===== src/bcds_pkg.sv =====
package bcds_pkg;

    // system clock and link timing, nominal figures
    localparam int CLK_PERIOD_NS         = 40;
    localparam int BIT_CLOCK_PERIOD_NS   = 320000;
    localparam int BIT_SETUP_TIME_NS     = 100000;
    localparam int CLOCK_LOW_TIME_NS     = 100000;
    localparam int STROBE_LEAD_TIME_US   = 12000;
    localparam int STROBE_TRAIL_TIME_US  = 12000;

    localparam int BIT_PERIOD_CYC   = BIT_CLOCK_PERIOD_NS / CLK_PERIOD_NS;
    localparam int SETUP_CYC        = BIT_SETUP_TIME_NS / CLK_PERIOD_NS;
    localparam int CLK_LOW_CYC      = CLOCK_LOW_TIME_NS / CLK_PERIOD_NS;
    localparam int STROBE_LEAD_CYC  = STROBE_LEAD_TIME_US * 1000 / CLK_PERIOD_NS;
    localparam int STROBE_TRAIL_CYC = STROBE_TRAIL_TIME_US * 1000 / CLK_PERIOD_NS;

    localparam int TMR_W  = 20;
    localparam int FAC_W  = 17;
    localparam int USR_W  = 20;
    localparam int DIG_N  = 6;
    localparam int CHAR_BITS = 5;
    localparam int FIFO_DEPTH = 2;

    // character values
    localparam logic [3:0]  CHAR_START   = 4'hB;
    localparam logic [3:0]  CHAR_END     = 4'hF;
    localparam logic [3:0]  SEP_FIRST    = 4'h0;
    localparam logic [3:0]  SEP_SECOND   = 4'h1;
    localparam logic [31:0] CONST_DIGITS = 32'h1A210001;

    // framing per format: zero preamble bits, trailing zero bits, characters
    localparam logic [4:0] PRE_PLAIN   = 5'h00;
    localparam logic [4:0] PRE_LRC     = 5'h0A;
    localparam logic [4:0] PRE_LONG    = 5'h0F;
    localparam logic [4:0] POST_LONG   = 5'h0F;
    localparam logic [4:0] NCHAR_PLAIN = 5'h0C;
    localparam logic [4:0] NCHAR_LRC   = 5'h0D;
    localparam logic [4:0] NCHAR_LONG  = 5'h17;

    typedef enum logic [1:0] {
        BCDS_FMT_PLAIN = 2'h0,
        BCDS_FMT_LRC   = 2'h1,
        BCDS_FMT_LONG  = 2'h2
    } bcds_fmt_e;

    typedef enum logic [4:0] {
        ST_IDLE  = 5'h01,
        ST_CONV  = 5'h02,
        ST_LEAD  = 5'h04,
        ST_SEND  = 5'h08,
        ST_TRAIL = 5'h10
    } bcds_state_e;

    typedef enum logic [2:0] {
        PH_SETUP = 3'h1,
        PH_LOW   = 3'h2,
        PH_HIGH  = 3'h4
    } bcds_phase_e;

    typedef enum logic [2:0] {
        SEC_PRE  = 3'h1,
        SEC_CHAR = 3'h2,
        SEC_POST = 3'h4
    } bcds_sect_e;

    typedef logic [DIG_N-1:0][3:0] bcds_digs_t;

    typedef struct packed {
        logic [FAC_W-1:0] facility;
        logic [USR_W-1:0] user;
    } bcds_req_s;

    // open-drain enables: high pulls the line low
    typedef struct packed {
        logic strobe_oe;
        logic clk_oe;
        logic data_oe;
    } bcds_link_s;

endpackage : bcds_pkg


===== src/bcds_serializer.sv =====
`timescale 1ns/10ps
`default_nettype none

// Notes on behaviour
// [RL1] drive data, clock and card-load strobe lines to the terminal
// [RL2] strobe is optional; disabled means data and clock only
// [RL3] every line is open-drain: pulled low or released, never driven high
// [RL4] all link signals active low; a one bit pulls data low
// [RL5] data set before the falling clock edge and held through it
// [RL6] strobe asserted 12 ms before the first data bit
// [RL7] strobe held 12 ms after the last data bit
// [RL8] bit clock period 320 us with 100 us low phase
// [RL9] each data bit stands 100 us before its clock edge
// [RL10] a character is four value bits, LSB first, then parity
// [RL11] parity bit makes the five-bit count of ones odd
// [RL12] every message starts with character B
// [RL13] message body ends with character F
// [RL14] plain format: start, five facility, five user digits, end
// [RL15] fields sent as decimal, most significant digit first, zero padded
// [RL16] second format: ten zero bits, plain body, then check character
// [RL17] check character covers start through end characters
// [RL18] check value is XOR of character values, sent with own parity
// [RL19] long format: 15 zeros, S, constants, A4, M, N, B6, E, L, 15 zeros
// [RL20] long format constants 1A210001, separators 0 then 1
// [RL21] binary request converted to decimal; busy until strobe released
// [RL22] all lines released between messages and in reset
module bcds_serializer
    import bcds_pkg::*;
#(
    parameter int BIT_PERIOD   = BIT_PERIOD_CYC,
    parameter int STROBE_LEAD  = STROBE_LEAD_CYC,
    parameter int STROBE_TRAIL = STROBE_TRAIL_CYC
) (
    // clock and reset
    input  wire logic        clk_sys,
    input  wire logic        rst_n,
    input  wire logic        clk_en,
    // configuration
    input  wire bcds_fmt_e   cfg_fmt,
    input  wire logic        cfg_strobe_en,
    // message requests
    input  wire logic        req_valid,
    input  wire bcds_req_s   req,
    output logic             req_ready,
    output logic             busy,
    // link pins, open-drain enables
    output bcds_link_s       link
);

    // set-up and low phases scale with the slot, so a shortened slot keeps its shape
    localparam int SETUP_LEN = BIT_PERIOD * SETUP_CYC / BIT_PERIOD_CYC;
    localparam int LOW_LEN   = BIT_PERIOD * CLK_LOW_CYC / BIT_PERIOD_CYC;

    // request buffer
    bcds_req_s   fifo_q [FIFO_DEPTH];
    bcds_req_s   fifo_d [FIFO_DEPTH];
    logic        wr_ptr_q, wr_ptr_d, rd_ptr_q, rd_ptr_d;
    logic [1:0]  cnt_q, cnt_d;
    logic        ready_q, ready_d;
    logic        push, pop;

    // message engine
    bcds_state_e      state_q, state_d;
    bcds_phase_e      ph_q, ph_d;
    bcds_sect_e       sect_q, sect_d;
    bcds_fmt_e        fmt_q, fmt_d;
    logic             stb_en_q, stb_en_d;
    logic [FAC_W-1:0] fac_q, fac_d;
    logic [USR_W-1:0] usr_q, usr_d;
    bcds_digs_t       fdig_q, fdig_d, udig_q, udig_d;
    logic [2:0]       conv_q, conv_d;
    logic [TMR_W-1:0] tmr_q, tmr_d;
    logic [4:0]       zcnt_q, zcnt_d, cidx_q, cidx_d;
    logic [2:0]       bpos_q, bpos_d;
    logic [3:0]       lrc_q, lrc_d;
    bcds_link_s       link_q, link_d;
    logic             busy_q, busy_d;

    logic [3:0]       nib;
    logic [4:0]       chr;
    logic [4:0]       pre_n, post_n, nchar;
    logic [TMR_W-1:0] ph_len;
    logic             cur_bit, slot_end;

    function automatic logic [3:0] char_of(input bcds_fmt_e  f,
                                           input logic [4:0] i,
                                           input bcds_digs_t fd,
                                           input bcds_digs_t ud,
                                           input logic [3:0] l);
        int k;
        logic [3:0] v;
        k = int'(i);
        v = l;
        if (k == 0) begin
            v = CHAR_START;                                        // [RL12]
        end else if (f == BCDS_FMT_LONG) begin
            if (k <= 8) begin
                v = CONST_DIGITS[(8-k)*4 +: 4];                    // [RL20]
            end else if (k <= 12) begin
                v = fd[12-k];                                      // [RL15]
            end else if (k == 13) begin
                v = SEP_FIRST;                                     // [RL20]
            end else if (k == 14) begin
                v = SEP_SECOND;
            end else if (k <= 20) begin
                v = ud[20-k];                                      // [RL19]
            end else if (k == 21) begin
                v = CHAR_END;
            end
        end else begin
            if (k <= 5) begin
                v = fd[5-k];                                       // [RL15]
            end else if (k <= 10) begin
                v = ud[10-k];                                      // [RL14]
            end else if (k == 11) begin
                v = CHAR_END;                                      // [RL13]
            end
        end
        return v;
    endfunction : char_of

    // framing of the selected format
    always_comb begin
        pre_n  = PRE_PLAIN;
        post_n = PRE_PLAIN;
        nchar  = NCHAR_PLAIN;                                      // [RL14]
        unique case (fmt_q)
            BCDS_FMT_LRC: begin
                pre_n = PRE_LRC;                                   // [RL16]
                nchar = NCHAR_LRC;
            end
            BCDS_FMT_LONG: begin
                pre_n  = PRE_LONG;                                 // [RL19]
                post_n = POST_LONG;
                nchar  = NCHAR_LONG;
            end
            default: ;
        endcase
    end

    always_comb begin
        nib = char_of(fmt_q, cidx_q, fdig_q, udig_q, lrc_q);      // [RL18]
        chr = {~^nib, nib};                                        // [RL10] [RL11]
        cur_bit = (sect_q == SEC_CHAR) && chr[bpos_q];
        unique case (ph_q)
            PH_SETUP: ph_len = TMR_W'(SETUP_LEN);                  // [RL9]
            PH_LOW:   ph_len = TMR_W'(LOW_LEN);                    // [RL8]
            default:  ph_len = TMR_W'(BIT_PERIOD - SETUP_LEN - LOW_LEN);
        endcase
        slot_end = (ph_q == PH_HIGH) && (tmr_q == ph_len - 1'b1);
    end

    // request buffer: the engine drains only when idle, so it really fills
    always_comb begin
        push     = req_valid && ready_q;
        fifo_d   = fifo_q;
        wr_ptr_d = wr_ptr_q;
        rd_ptr_d = rd_ptr_q;
        cnt_d    = cnt_q;
        if (push) begin
            fifo_d[wr_ptr_q] = req;
            wr_ptr_d = ~wr_ptr_q;
        end
        if (pop) begin
            rd_ptr_d = ~rd_ptr_q;
        end
        cnt_d   = 2'(cnt_q + {1'b0, push} - {1'b0, pop});
        ready_d = (cnt_d != 2'h2);
    end

    always_ff @(posedge clk_sys or negedge rst_n) begin
        if (!rst_n) begin
            fifo_q[0] <= '0;
            fifo_q[1] <= '0;
            wr_ptr_q  <= 1'b0;
            rd_ptr_q  <= 1'b0;
            cnt_q     <= 2'h0;
            ready_q   <= 1'b1;
        end else if (clk_en) begin
            fifo_q    <= fifo_d;
            wr_ptr_q  <= wr_ptr_d;
            rd_ptr_q  <= rd_ptr_d;
            cnt_q     <= cnt_d;
            ready_q   <= ready_d;
        end
    end

    // message engine
    always_comb begin
        state_d  = state_q;
        ph_d     = ph_q;
        sect_d   = sect_q;
        fmt_d    = fmt_q;
        stb_en_d = stb_en_q;
        fac_d    = fac_q;
        usr_d    = usr_q;
        fdig_d   = fdig_q;
        udig_d   = udig_q;
        conv_d   = conv_q;
        tmr_d    = tmr_q + 1'b1;
        zcnt_d   = zcnt_q;
        cidx_d   = cidx_q;
        bpos_d   = bpos_q;
        lrc_d    = lrc_q;
        pop      = 1'b0;
        unique case (state_q)
            ST_IDLE: begin
                if (cnt_q != 2'h0) begin
                    pop      = 1'b1;
                    fac_d    = fifo_q[rd_ptr_q].facility;
                    usr_d    = fifo_q[rd_ptr_q].user;
                    fmt_d    = cfg_fmt;
                    stb_en_d = cfg_strobe_en;                      // [RL2]
                    conv_d   = 3'h0;
                    state_d  = ST_CONV;
                end
            end
            ST_CONV: begin
                // one decimal digit per cycle, least significant first
                fdig_d[conv_q] = 4'(fac_q % FAC_W'(10));           // [RL21]
                udig_d[conv_q] = 4'(usr_q % USR_W'(10));
                fac_d  = fac_q / FAC_W'(10);
                usr_d  = usr_q / USR_W'(10);
                conv_d = conv_q + 1'b1;
                tmr_d  = '0;
                ph_d   = PH_SETUP;
                sect_d = (pre_n != 5'h00) ? SEC_PRE : SEC_CHAR;
                zcnt_d = 5'h00;
                cidx_d = 5'h00;
                bpos_d = 3'h0;
                lrc_d  = 4'h0;
                if (conv_q == 3'(DIG_N - 1)) begin
                    state_d = stb_en_q ? ST_LEAD : ST_SEND;
                end
            end
            ST_LEAD: begin
                if (tmr_q == TMR_W'(STROBE_LEAD - 1)) begin        // [RL6]
                    tmr_d   = '0;
                    state_d = ST_SEND;
                end
            end
            ST_SEND: begin
                if (tmr_q == ph_len - 1'b1) begin
                    tmr_d = '0;
                    unique case (ph_q)
                        PH_SETUP: ph_d = PH_LOW;                   // [RL5]
                        PH_LOW:   ph_d = PH_HIGH;
                        default:  ph_d = PH_SETUP;
                    endcase
                end
                if (slot_end) begin
                    unique case (sect_q)
                        SEC_PRE: begin
                            zcnt_d = zcnt_q + 1'b1;
                            if (zcnt_q == pre_n - 1'b1) begin
                                sect_d = SEC_CHAR;
                            end
                        end
                        SEC_CHAR: begin
                            bpos_d = bpos_q + 1'b1;
                            if (bpos_q == 3'(CHAR_BITS - 1)) begin
                                bpos_d = 3'h0;
                                lrc_d  = lrc_q ^ nib;              // [RL17]
                                cidx_d = cidx_q + 1'b1;
                                if (cidx_q == nchar - 1'b1) begin
                                    zcnt_d = 5'h00;
                                    if (post_n != 5'h00) begin
                                        sect_d = SEC_POST;
                                    end else begin
                                        state_d = stb_en_q ? ST_TRAIL : ST_IDLE;
                                    end
                                end
                            end
                        end
                        default: begin
                            zcnt_d = zcnt_q + 1'b1;
                            if (zcnt_q == post_n - 1'b1) begin
                                state_d = stb_en_q ? ST_TRAIL : ST_IDLE;
                            end
                        end
                    endcase
                end
            end
            default: begin
                if (tmr_q == TMR_W'(STROBE_TRAIL - 1)) begin       // [RL7]
                    state_d = ST_IDLE;
                end
            end
        endcase
        // line enables follow the engine one cycle later, all in step
        link_d.strobe_oe = stb_en_q && (state_q inside {ST_LEAD, ST_SEND, ST_TRAIL}); // [RL1] [RL4]
        link_d.clk_oe    = (state_q == ST_SEND) && (ph_q == PH_LOW);                  // [RL8]
        link_d.data_oe   = (state_q == ST_SEND) && cur_bit;                           // [RL4]
        busy_d           = (state_q != ST_IDLE);                                      // [RL21]
    end

    always_ff @(posedge clk_sys or negedge rst_n) begin
        if (!rst_n) begin
            state_q  <= ST_IDLE;
            ph_q     <= PH_SETUP;
            sect_q   <= SEC_PRE;
            fmt_q    <= BCDS_FMT_PLAIN;
            stb_en_q <= 1'b0;
            fac_q    <= '0;
            usr_q    <= '0;
            fdig_q   <= '0;
            udig_q   <= '0;
            conv_q   <= 3'h0;
            tmr_q    <= '0;
            zcnt_q   <= 5'h00;
            cidx_q   <= 5'h00;
            bpos_q   <= 3'h0;
            lrc_q    <= 4'h0;
            link_q   <= '0;                                        // [RL22]
            busy_q   <= 1'b0;
        end else if (clk_en) begin
            state_q  <= state_d;
            ph_q     <= ph_d;
            sect_q   <= sect_d;
            fmt_q    <= fmt_d;
            stb_en_q <= stb_en_d;
            fac_q    <= fac_d;
            usr_q    <= usr_d;
            fdig_q   <= fdig_d;
            udig_q   <= udig_d;
            conv_q   <= conv_d;
            tmr_q    <= tmr_d;
            zcnt_q   <= zcnt_d;
            cidx_q   <= cidx_d;
            bpos_q   <= bpos_d;
            lrc_q    <= lrc_d;
            link_q   <= link_d;
            busy_q   <= busy_d;
        end
    end

    // the pins are enables only: a line is pulled low or left to its pull-up
    assign link      = link_q;                                     // [RL3]
    assign req_ready = ready_q;
    assign busy      = busy_q;

    // helper: length of the current clock-low run
    logic [TMR_W-1:0] low_run_q;
    always_ff @(posedge clk_sys or negedge rst_n) begin
        if (!rst_n) begin
            low_run_q <= '0;
        end else if (clk_en) begin
            low_run_q <= link_q.clk_oe ? low_run_q + 1'b1 : '0;
        end
    end

    AST_IDLE_RELEASED: assert property (@(posedge clk_sys) disable iff (!rst_n)  // [RL22]
        !busy_q |-> (link_q == '0))
        else $error("line pulled low while idle");

    AST_NO_STROBE_WHEN_OFF: assert property (@(posedge clk_sys) disable iff (!rst_n) // [RL2]
        (busy_q && !stb_en_q && state_q != ST_CONV) |-> !link_q.strobe_oe)
        else $error("strobe asserted while disabled");

    AST_STROBE_IMPLIES_BUSY: assert property (@(posedge clk_sys) disable iff (!rst_n) // [RL21]
        link_q.strobe_oe |-> busy_q)
        else $error("strobe asserted while not busy");

    AST_DATA_HELD_LOW_CLK: assert property (@(posedge clk_sys) disable iff (!rst_n) // [RL5]
        (link_q.clk_oe && $past(link_q.clk_oe)) || $rose(link_q.clk_oe)
            |-> $stable(link_q.data_oe))
        else $error("data changed around clock low");

    AST_CLK_LOW_LEN: assert property (@(posedge clk_sys) disable iff (!rst_n)  // [RL8]
        $fell(link_q.clk_oe) |-> (low_run_q == TMR_W'(LOW_LEN)))
        else $error("clock low phase has wrong length");

    AST_SETUP_LEN: assert property (@(posedge clk_sys) disable iff (!rst_n)   // [RL9]
        $rose(link_q.clk_oe) |-> ($past(ph_q, 2) == PH_SETUP)
            && ($past(tmr_q, 2) == TMR_W'(SETUP_LEN - 1)))
        else $error("clock fell before set-up time");

    AST_LEAD_LEN: assert property (@(posedge clk_sys) disable iff (!rst_n)    // [RL6]
        ($rose(state_q == ST_SEND) && $past(state_q) == ST_LEAD)
            |-> ($past(tmr_q) == TMR_W'(STROBE_LEAD - 1)) ##1 link_q.strobe_oe)
        else $error("strobe lead time wrong");

    AST_TRAIL_LEN: assert property (@(posedge clk_sys) disable iff (!rst_n)   // [RL7]
        ($rose(state_q == ST_IDLE) && $past(state_q) == ST_TRAIL)
            |-> ($past(tmr_q) == TMR_W'(STROBE_TRAIL - 1)) ##1 $fell(link_q.strobe_oe))
        else $error("strobe trail time wrong");

    AST_START_CHAR: assert property (@(posedge clk_sys) disable iff (!rst_n)  // [RL12]
        (state_q == ST_SEND && sect_q == SEC_CHAR && cidx_q == 5'h00) |-> (nib == CHAR_START))
        else $error("first character is not the start character");

    AST_ODD_PARITY: assert property (@(posedge clk_sys) disable iff (!rst_n)  // [RL11]
        (state_q == ST_SEND && sect_q == SEC_CHAR && ph_q == PH_LOW && bpos_q == 3'h4)
            |-> (link_q.data_oe == ~^nib))
        else $error("parity bit does not give odd count");

endmodule : bcds_serializer

`default_nettype wire


===== config.mk =====
export PLATFORM = sky130hd
export DESIGN_NAME = bcds_serializer
export DESIGN_NICKNAME = d
export VERILOG_FILES = /design/src/bcds_pkg.sv /design/src/bcds_serializer.sv
export SDC_FILE = /design/constraint.sdc
export NUM_CORES = 1
export LEC_CHECK = 0
export BUFFER_PORTS_ARGS = -buffer_cell sky130_fd_sc_hd__buf_2
export CAP_MARGIN = 20
export CORE_AREA = 2 2 180 182
export CTS_BUF_LIST = sky130_fd_sc_hd__clkbuf_8
export CTS_CLUSTER_SIZE = 16
export DETAILED_ROUTE_END_ITERATION = 8
export DIE_AREA = 0 0 182 184
export PLACE_DENSITY = 0.68
export SETUP_SLACK_MARGIN = 0.2
export SLEW_MARGIN = 20
export SYNTH_ARGS = -nofsm -noshare
export SYNTH_HDL_FRONTEND = slang
export SYNTH_SLANG_ARGS = --single-unit

===== constraint.sdc =====
create_clock -name clk_sys -period 13.12 [get_ports clk_sys]
set_input_delay 0.656 -clock clk_sys [delete_from_list [all_inputs] [get_ports clk_sys]]
set_output_delay 0.656 -clock clk_sys [all_outputs]
set_load 0.03 [all_outputs]

==> flow_summary_export.csv, run 1 <==
group,metric,value,unit
run_status,outcome,"completed",
timing,slew_violations,0,
timing,slew_headroom,0.2997,
synthesis,synth_warnings,0,
clocking,cts_tree,"done",
grt,met2_usage,0.4163,
grt,grt_pass1_wl,71.94,mm
timing,fin_skew,0.01646,ns
synthesis,syn_inst,1961,
synthesis,ys_types,119,
layout,drive_above_1_share,0.1738,
synthesis,syn-num-nets,2025,
routing,drc,0,
routing,vias_per_cell,6.465,
synthesis,synth-xor-area-share,0.03318,
clocking,ctsHoldBuffers,0,
routing,ant_nets,0,
placement,io_buffers,48,
clocking,root_buffer,"clkbuf_8",
clocking,clk_pin_slew,0.06,ns
timing,finalSetupTns,0,ns
timing,fmax,124.2,MHz
timing,worst_slew_pin_slew,1.043,ns
grt,met3_usage,0.03685,
synthesis,ys_ff_latch,222,
critical_path,criticalPathCategory,"register to register",
clocking,cts_resized,0,
clocking,htree_levels,2,
floorplanning,rows,65,
synthesis,synth_area_per_cell,8.711,um2
routing,first_iter_violations,1370,
timing,finalHoldViolCount,0,
routing,routedWlPerCell,18.59,um
grt,gr-usage-all-layers,0.2588,
grt,grt_util_met1,0.3660,
synthesis,ys.flop_type,"dfrtp_1",
synthesis,synth_compound_area_frac,0.2282,
critical_path,start_kind,"register",
routing,firstDrtPassIters,5,
routing,vias,15130,
placement,routabilityCongestion,0.9359,
synthesis,synth_edf_count,0,
clocking,clk_path_buf_depth,3,
synthesis,ys_seq_area_frac,0.3255,
placement,place_ws,5.222,ns
clocking,post_cts_buffers,0,
layout,nFillCells,2825,
timing,fin_ws,5.069,ns
min_path,hp-class,"input pin to async pin",
floorplanning,dieHeight,184,um
critical_path,crit_arrival,8.51,ns
grt,busiest_layer,"met2",
synthesis,synth_simple_gate_area_frac,0.2016,
timing,setup_violations,0,
timing,rsz0062_at_grt,"false",
layout,area_growth_syn_to_layout,6.167,%
grt,grt_start_max_net_pins,94,
clocking,cts_made_buffers,42,
grt,grt_overflow_total,0,
synthesis,synth_fa_ha_area_frac,0.01875,
grt,antenna_found_initial,0,
floorplanning,dieWidth,182,um
clocking,clock-sinks,222,
timing,fin_crit,8.051,ns
floorplanning,core-area,31390,um2
floorplanning,start_util,0.5442,
layout,diodes,0,
synthesis,synth_top_family_by_area,"compound AO/OA/AOI/OAI gates",
critical_path,crit_fanout,24,
grt,grt_pass1_vias,14170,
clocking,clkLatencyLatePin,0.57,ns
critical_path,critPathRequiredTime,13.58,ns
placement,post-dp-hpwl,28.94,mm
run,maxCapViolations,0,
floorplanning,pin_count,49,
critical_path,rr_worst_depth,23,
layout,nets,1975,
synthesis,ys_async_sr_fraction,1.000,
critical_path,endpoint_kind,"register",
timing,period_share,0.6136,
routing,wirelength,43.51,mm
floorplanning,die_area,33490,um2
synthesis,synth_mux_area_frac,0.1378,
synthesis,synth_area,17080,um2
## worst max-delay path, cell delays in order (launching register included)
cell	delay [ns]
dfrtp_1	0.82
nand2b_1	0.46
nor3_1	0.29
a2111oi_0	0.11
a311o_1	0.41
a311oi_2	0.45
or2_0	0.54
a211oi_1	0.23
a211oi_2	0.54
nand2_2	0.36
a311oi_1	0.47
a31oi_2	0.22
nor2_2	0.44
xor2_1	0.14
a221oi_2	0.29
a22oi_1	0.13
or2_1	0.43
a31oi_1	0.25
o22ai_1	0.09
a222oi_1	0.48
ha_1	0.24
a211oi_2	0.06
xor2_2	0.19
mux2_2	0.28
## cells by family (layout without fill, tap and decap cells)
group                    count (synthesis)  in the layout
adder cells (fa/ha/maj)                 27             27
flip-flops                             222            222
AO/OA/AOI/OAI                          549            549
XOR/XNOR                                63             63
AND/OR/NAND/NOR                        686            686
multiplexers                           199            199
buffers and inverters                  215            193
## stage by stage
step	hold WS, ns	utilization	cells	cell area (um2)
after floorplan	0.3604	-	1961	17080
after global placement	0.4626	0.5492	2269	17240
after detailed placement	0.4742	0.5493	2269	17240
after CTS	0.1264	0.5776	2341	18130
after global routing	0.1731	0.5777	2341	18140
final	0.1076	0.5777	2341	18140
## synth_stat cells, drive strengths merged (9+ instances only)
cell,number,area (um2)
or2,15,93.84
and2,9,56.30
a22oi,13,97.59
a31o,12,105.1
a31oi,24,171.4
nand4,22,137.6
o21a,9,67.56
xnor2,29,254.0
mux2i,59,590.6
dfrtp,218,5455
o31ai,25,206.5
nor2,165,624.4
nand2b,20,125.1
a211oi,32,285.3
inv,53,198.9
nand3,72,360.4
nor2b,16,100.1
a311oi,11,102.6
nor4,17,118.9
o311ai,12,105.1
nor3,73,380.4
nand2,185,706.9
or3,14,87.58
o22ai,17,106.4
a221oi,15,143.9
a21oi,104,524.3
ha,20,250.2
a311o,9,90.09
o211ai,23,182.7
xor2,34,312.8
a211o,16,140.1
a21o,10,75.07
mux4,16,360.4
o221ai,13,113.9
and3,17,106.4
buf,57,344.1
mux2,124,1404
o21ai,133,665.6
clkbuf,99,371.6
## path summary, 6_finish.rpt
check	startpoint	to	slack, ns
min in group clk_sys	cfg_fmt[1]	fmt_q[1]	0.32
setup reg to reg	usr_q[16]	udig_q[3]	5.07
hold reg to reg	udig_q[10]	udig_q[10]	0.49
hold / removal	rst_n	tmr_q[5]	0.11
setup / recovery	usr_q[16]	udig_q[3]	5.07
max in group asynchronous	rst_n	fifo_q[8]	11.66
## placed cells by master, fill, tap and decap left out, drive strengths merged, types with 11 or more instances in the layout
master / n
dfrtp: 218
nand2: 185
nor2: 165
o21ai: 133
mux2: 124
a21oi: 104
nor3: 73
nand3: 72
inv: 64
buf: 62
mux2i: 59
clkbuf: 53
xor2: 34
a211oi: 32
xnor2: 29
o31ai: 25
a31oi: 24
o211ai: 23
nand4: 22
nand2b: 20
ha: 20
o22ai: 17
and3: 17
nor4: 17
nor2b: 16
mux4: 16
a211o: 16
a221oi: 15
or2: 15
or3: 14
o221ai: 13
a22oi: 13
o311ai: 12
a31o: 12
a311oi: 11
## sequential cells by signal (all words and copies together) (netlist names), 4 cells and up
name,cells
cidx_q,5
fac_q,17
fdig_q,24
fifo_q,74
lrc_q,4
state_q,5
tmr_q,20
udig_q,24
usr_q,20
zcnt_q,5
## per-layer routing
layer | up-vias | wire [um]
met5 | - | 0
met4 | 0 | 954
met3 | 80 | 2383
met2 | 485 | 20000
met1 | 7340 | 20170
li1 | 7229 | -
## final cells by class
cell class	instances	area [um2]	area share
clock buffers	53	729.5	0.04022
clock inverters	19	161.4	0.008900
inverters	59	221.5	0.01221
multi-input cells	1524	10600	0.5846
flip-flops and latches	222	5563	0.3067
well taps	402	503.0	0.02773
repair buffers	62	355.3	0.01959
Power of run 1 is not shown: default switching activity piles up to over one toggle a cycle in this logic, so the estimate is an artifact.
==> run 2: changes to the inputs <==
- clock period: 13.12 -> 8.4 ns (I/O delays scaled with it)
==> flow_summary_export.csv, run 2 (synthesis results as in run 1) <==
group,metric,value,unit
routing,vias_per_cell,6.496,
timing,worst_slew_pin_slew,0.8909,ns
grt,grt_start_max_net_pins,87,
routing,wirelength,43.48,mm
critical_path,reg2reg_to,"fdig_q[5]",
clocking,clock-sinks,222,
grt,antenna_found_initial,0,
clocking,htree_levels,2,
grt,grt_pass1_vias,14150,
timing,finalSetupTns,0,ns
critical_path,r2r_slack,0.79,ns
layout,layout_common_cells,"dfrtp_1 (212), nand2_1 (182), nor2_1 (162)",
placement,place_ws,0.6156,ns
critical_path,cp_common_cell,"a21oi_1",
critical_path,critPathRequiredTime,8.86,ns
critical_path,endpoint_kind,"register",
floorplanning,die_area,33490,um2
critical_path,cpPeakStageDelay,0.72,ns
critical_path,endpoint,"fdig_q[5]",
layout,top_register,"fifo_q",
clocking,cts_made_buffers,41,
timing,finalHoldViolCount,0,
layout,diodes,0,
routing,routedWlPerCell,18.50,um
clocking,clkLatencyLatePin,0.62,ns
critical_path,crit_fanout,19,
layout,area_growth_syn_to_layout,6.541,%
clocking,clk_pin_slew,0.06,ns
layout,drive_above_1_share,0.1822,
floorplanning,pin_count,49,
grt,busiest_layer,"met2",
placement,routabilityCongestion,0.9233,
timing,setup_violations,0,
timing,fmax,131.4,MHz
clocking,root_buffer,"clkbuf_8",
min_path,hp-class,"input pin to register",
timing,slew_headroom,0.4061,
layout,largest_reg_flops,74,
timing,period_share,0.9062,
critical_path,r2r_start,"fac_q[11]",
floorplanning,dieWidth,182,um
routing,ant_nets,0,
floorplanning,start_util,0.5442,
critical_path,cp_cell_sequence,"inv_1, o32ai_1, a221oi_1, o221ai_1, inv_1, o31a_1, o2111ai_1, a21oi_1, or2_1, a311o_1, o21a_1, xnor2_1, o22ai_1, nor4_1, nor3_2, and4_1, nor4_2, ha_1, a21oi_1, a21o_1, a21oi_1, o31ai_1",
routing,drc,0,
floorplanning,dieHeight,184,um
grt,gr-usage-all-layers,0.2608,
min_path,holdPathStages,2,
floorplanning,core-area,31390,um2
grt,grt_util_met1,0.3580,
clocking,clk_path_buf_depth,3,
grt,grt_overflow_total,0,
grt,met3_usage,0.04200,
timing,slew_violations,0,
critical_path,criticalPathCategory,"register to register",
critical_path,crit_arrival,8.08,ns
grt,met2_usage,0.4095,
layout,fin_area,18200,um2
timing,fin_crit,7.612,ns
routing,firstDrtPassIters,7,
clocking,cts_tree,"done",
critical_path,start_kind,"register",
routing,vias,15270,
run_status,outcome,"completed",
floorplanning,rows,65,
layout,final_common_cell,"dfrtp_1",
layout,reg_top3,"fifo_q: 74 flops, fdig_q: 24 flops, udig_q: 24 flops",
timing,fin_ws,0.7879,ns
critical_path,critPathSlowestCell,"o221ai_1",
routing,first_iter_violations,1503,
critical_path,rr_worst_depth,22,
run,maxCapViolations,0,
timing,fin_skew,0.02745,ns
clocking,post_cts_buffers,0,
placement,io_buffers,48,
timing,rsz0062_at_grt,"false",
placement,place_area,17280,um2
layout,nets,1980,
critical_path,crit_start,"fac_q[11]",
placement,post-dp-hpwl,29.10,mm
grt,grt_pass1_wl,72.17,mm
-- run 2: cell count changes in the layout (fill, tap and decap cells not counted), sizes merged --
cell,before,now
buf,62,67
bufinv,3,2
clkbuf,53,54
clkinv,9,14
clkinvlp,2,4
dlygate4sd3,0,1
inv,64,60
-- run 2: metrics by stage --
step / utilization / cells / hold WS, ns
final: 0.5798 / 2350 / 0.05132
after floorplan: - / 1961 / 0.1244
after global routing: 0.5798 / 2350 / 0.04086
after detailed placement: 0.5505 / 2274 / 0.4656
after CTS: 0.5794 / 2350 / 0.01068
after global placement: 0.5504 / 2274 / 0.4642
-- run 2: cell type report --
| type | instances | area [um2] |
|---|---|---|
| inverter | 59 | 221.5 |
| tap | 402 | 503.0 |
| fill | 2804 | 13190 |
| timing repair buffer | 68 | 402.9 |
| sequential | 222 | 5568 |
| multi-input combinational | 1524 | 10610 |
| clock inverter | 21 | 156.4 |
| clock buffer | 54 | 743.2 |
-- run 2: critical path: cells and delay by family, from the launching register on --
family	cells	cell delay (ns)
DFF	1	0.71
adders and majority gates	1	0.22
xor gates and xnor gates	1	0.44
buffers and inverters	2	0.59
AOI/OAI and AO/OA	13	3.63
and+or+nand+nor	5	1.88
-- run 2: how the worst min path moves through the flow --
stage / startpoint / end / slack, ns
after floorplan: rst_n / bpos_q[0] / 0.12
after global placement: udig_q[10] / udig_q[10] / 0.46
after detailed placement: rst_n / tmr_q[3] / 0.47
after CTS: cfg_strobe_en / stb_en_q / 0.01
after global routing: req[13] / fifo_q[50] / 0.04
final: cfg_fmt[1] / fmt_q[1] / 0.05
-- run 2: timing repair --
item | 4_1_cts | 5_1_grt
hold buffers | 1 | 0
setup endpoints to repair | 0 | 18
resized for setup | 0 | 7
endpoints found under the hold margin | 81 | 0
-- run 2: per-layer routing --
metal / share of wire / vias to the layer above
met5: 0 / -
met2: 0.45 / 560
li1: - / 7251
met3: 0.067 / 102
met4: 0.033 / 0
met1: 0.45 / 7353
Power of run 2 is left out for the same reason.
==> run 3: changes to the inputs <==
- CORE_AREA: 2 2 180 182 -> 2 2 172 190
- DIE_AREA: 0 0 182 184 -> 0 0 174 192
- SLEW_MARGIN: 20 -> 40
==> flow_summary_export.csv, run 3 (synthesis results as in run 1) <==
group,metric,value,unit
critical_path,cpPeakStageDelay,0.70,ns
run_status,outcome,"completed",
routing,ant_nets,0,
min_path,worstHoldStart,"cfg_fmt[0]",
routing,routedWlPerCell,18.49,um
timing,slew_violations,0,
critical_path,r2r_start,"usr_q[14]",
routing,vias,15300,
clocking,cts_tree,"done",
critical_path,endpoint_kind,"register",
grt,gr-usage-all-layers,0.2613,
critical_path,critPathSlowestCell,"dfrtp_1",
min_path,holdPathStages,2,
critical_path,crit_start,"usr_q[14]",
grt,antenna_found_initial,3,
timing,fmax,130.4,MHz
grt,grt_pass1_vias,14450,
grt,grt_pass1_wl,73.11,mm
floorplanning,core-area,31310,um2
timing,period_share,0.9127,
critical_path,rr_worst_depth,23,
layout,reg_top3,"fifo_q: 74 flops, fdig_q: 24 flops, udig_q: 24 flops",
clocking,htree_levels,2,
placement,post-dp-hpwl,29.56,mm
clocking,cts_made_buffers,40,
timing,finalHoldViolCount,0,
layout,final_common_cell,"dfrtp_1",
grt,grt_start_max_net_pins,89,
routing,firstDrtPassIters,7,
routing,wirelength,43.76,mm
clocking,root_buffer,"clkbuf_8",
timing,finalSetupTns,0,ns
grt,grt_overflow_total,0,
critical_path,r2r_slack,0.73,ns
timing,fin_hold_ws,0.08987,ns
floorplanning,die_area,33410,um2
timing,fin_skew,0.02042,ns
floorplanning,pin_count,49,
clocking,clk_pin_slew,0.06,ns
routing,first_iter_violations,1321,
critical_path,critPathRequiredTime,8.84,ns
critical_path,crit_fanout,24,
routing,drc,0,
min_path,hp-class,"input pin to register",
critical_path,crit_arrival,8.11,ns
clocking,clk_path_buf_depth,3,
layout,drive_above_1_share,0.1805,
layout,nFillCells,2884,
min_path,worstHoldEndpoint,"fmt_q[0]",
clocking,clock-sinks,222,
floorplanning,rows,68,
floorplanning,dieWidth,174,um
clocking,clkLatencyLatePin,0.57,ns
placement,routabilityCongestion,0.9143,
timing,rsz0062_at_grt,"false",
floorplanning,start_util,0.5456,
floorplanning,dieHeight,192,um
critical_path,criticalPathCategory,"register to register",
layout,nets,1981,
layout,area_growth_syn_to_layout,6.402,%
timing,setup_violations,0,
critical_path,cp_cell_sequence,"nand2b_1, o21ai_1, mux2_2, mux4_2, nor3_1, nor4b_2, o2111ai_1, and4bb_2, nor2_1, o21a_1, o31ai_1, o2111a_1, mux2_1, a211o_1, nand2_4, xor2_1, a31oi_1, o22ai_1, a222oi_1, ha_1, a211oi_2, xor2_2, mux2_2",
timing,fin_crit,7.666,ns
critical_path,start_kind,"register",
layout,largest_reg_flops,74,
timing,slew_headroom,0.4806,
run,maxCapViolations,0,
routing,vias_per_cell,6.468,
clocking,post_cts_buffers,0,
timing,worst_slew_pin_slew,0.7743,ns
placement,io_buffers,48,
critical_path,cp_common_cell,"mux2_2",
critical_path,reg2reg_to,"udig_q[7]",
layout,top_register,"fifo_q",
layout,layout_common_cells,"dfrtp_1 (207), nand2_1 (181), nor2_1 (162)",
==> run 3: per-stage QoR <==
step           worst slack, ns  cell area, um2    util  std cells
6_report                0.7337           18180  0.5805       2366
5_1_grt                 0.2163           18170  0.5804       2365
4_1_cts                 0.5334           18130  0.5791       2365
3_5_place_dp            0.6253           17330  0.5534       2294
3_3_place_gp            0.7717           17320  0.5530       2294
2_1_floorplan            2.124           17080       -       1961
==> run 3: area by class of cell <==
cell class,instances,area [um2],area share
Multi-Input combinational cell,1524,10630,0.5850
Inverter,59,221.5,0.01218
Timing Repair Buffer,70,425.4,0.02340
Sequential cell,222,5574,0.3067
Clock buffer,49,674.4,0.03710
Clock inverter,21,120.1,0.006608
Tap cell,420,525.5,0.02891
Antenna cell,1,2.502,0.0001377
==> run 3: worst max-delay path by stage <==
stage            endpoint  cells past startpoint
5_1_grt         udig_q[7]                     24
2_1_floorplan  fdig_q[13]                     30
6_report        udig_q[7]                     23
3_3_place_gp   udig_q[19]                     21
4_1_cts         udig_q[7]                     23
3_5_place_dp    udig_q[7]                     23
==> run 3: timing repair <==
| action | in CTS | in global routing |
|---|---|---|
| hold buffers | 1 | 0 |
| setup endpoints to repair | 0 | 30 |
| endpoints found under the hold margin | 83 | 0 |
| gates resized for setup | 0 | 8 |
==> run 3: critical path, delay by kind of cell, from the launching register on <==
family | cells | cell delay [ns]
compound gates | 10 | 2.67
simple gates | 6 | 1.81
mux | 4 | 1.49
flops | 1 | 0.70
xor+xnor | 2 | 0.60
fa+ha+maj | 1 | 0.25
==> run 3: layer usage <==
layer  part of all wire  global-route usage  routed length [um]
met5            0.00050                   0                  22
met4              0.026             0.09050                1142
met3              0.056             0.04394                2431
met2               0.47              0.4366               20740
met1               0.44              0.3444               19420
Power of run 3 is left out for the same reason.
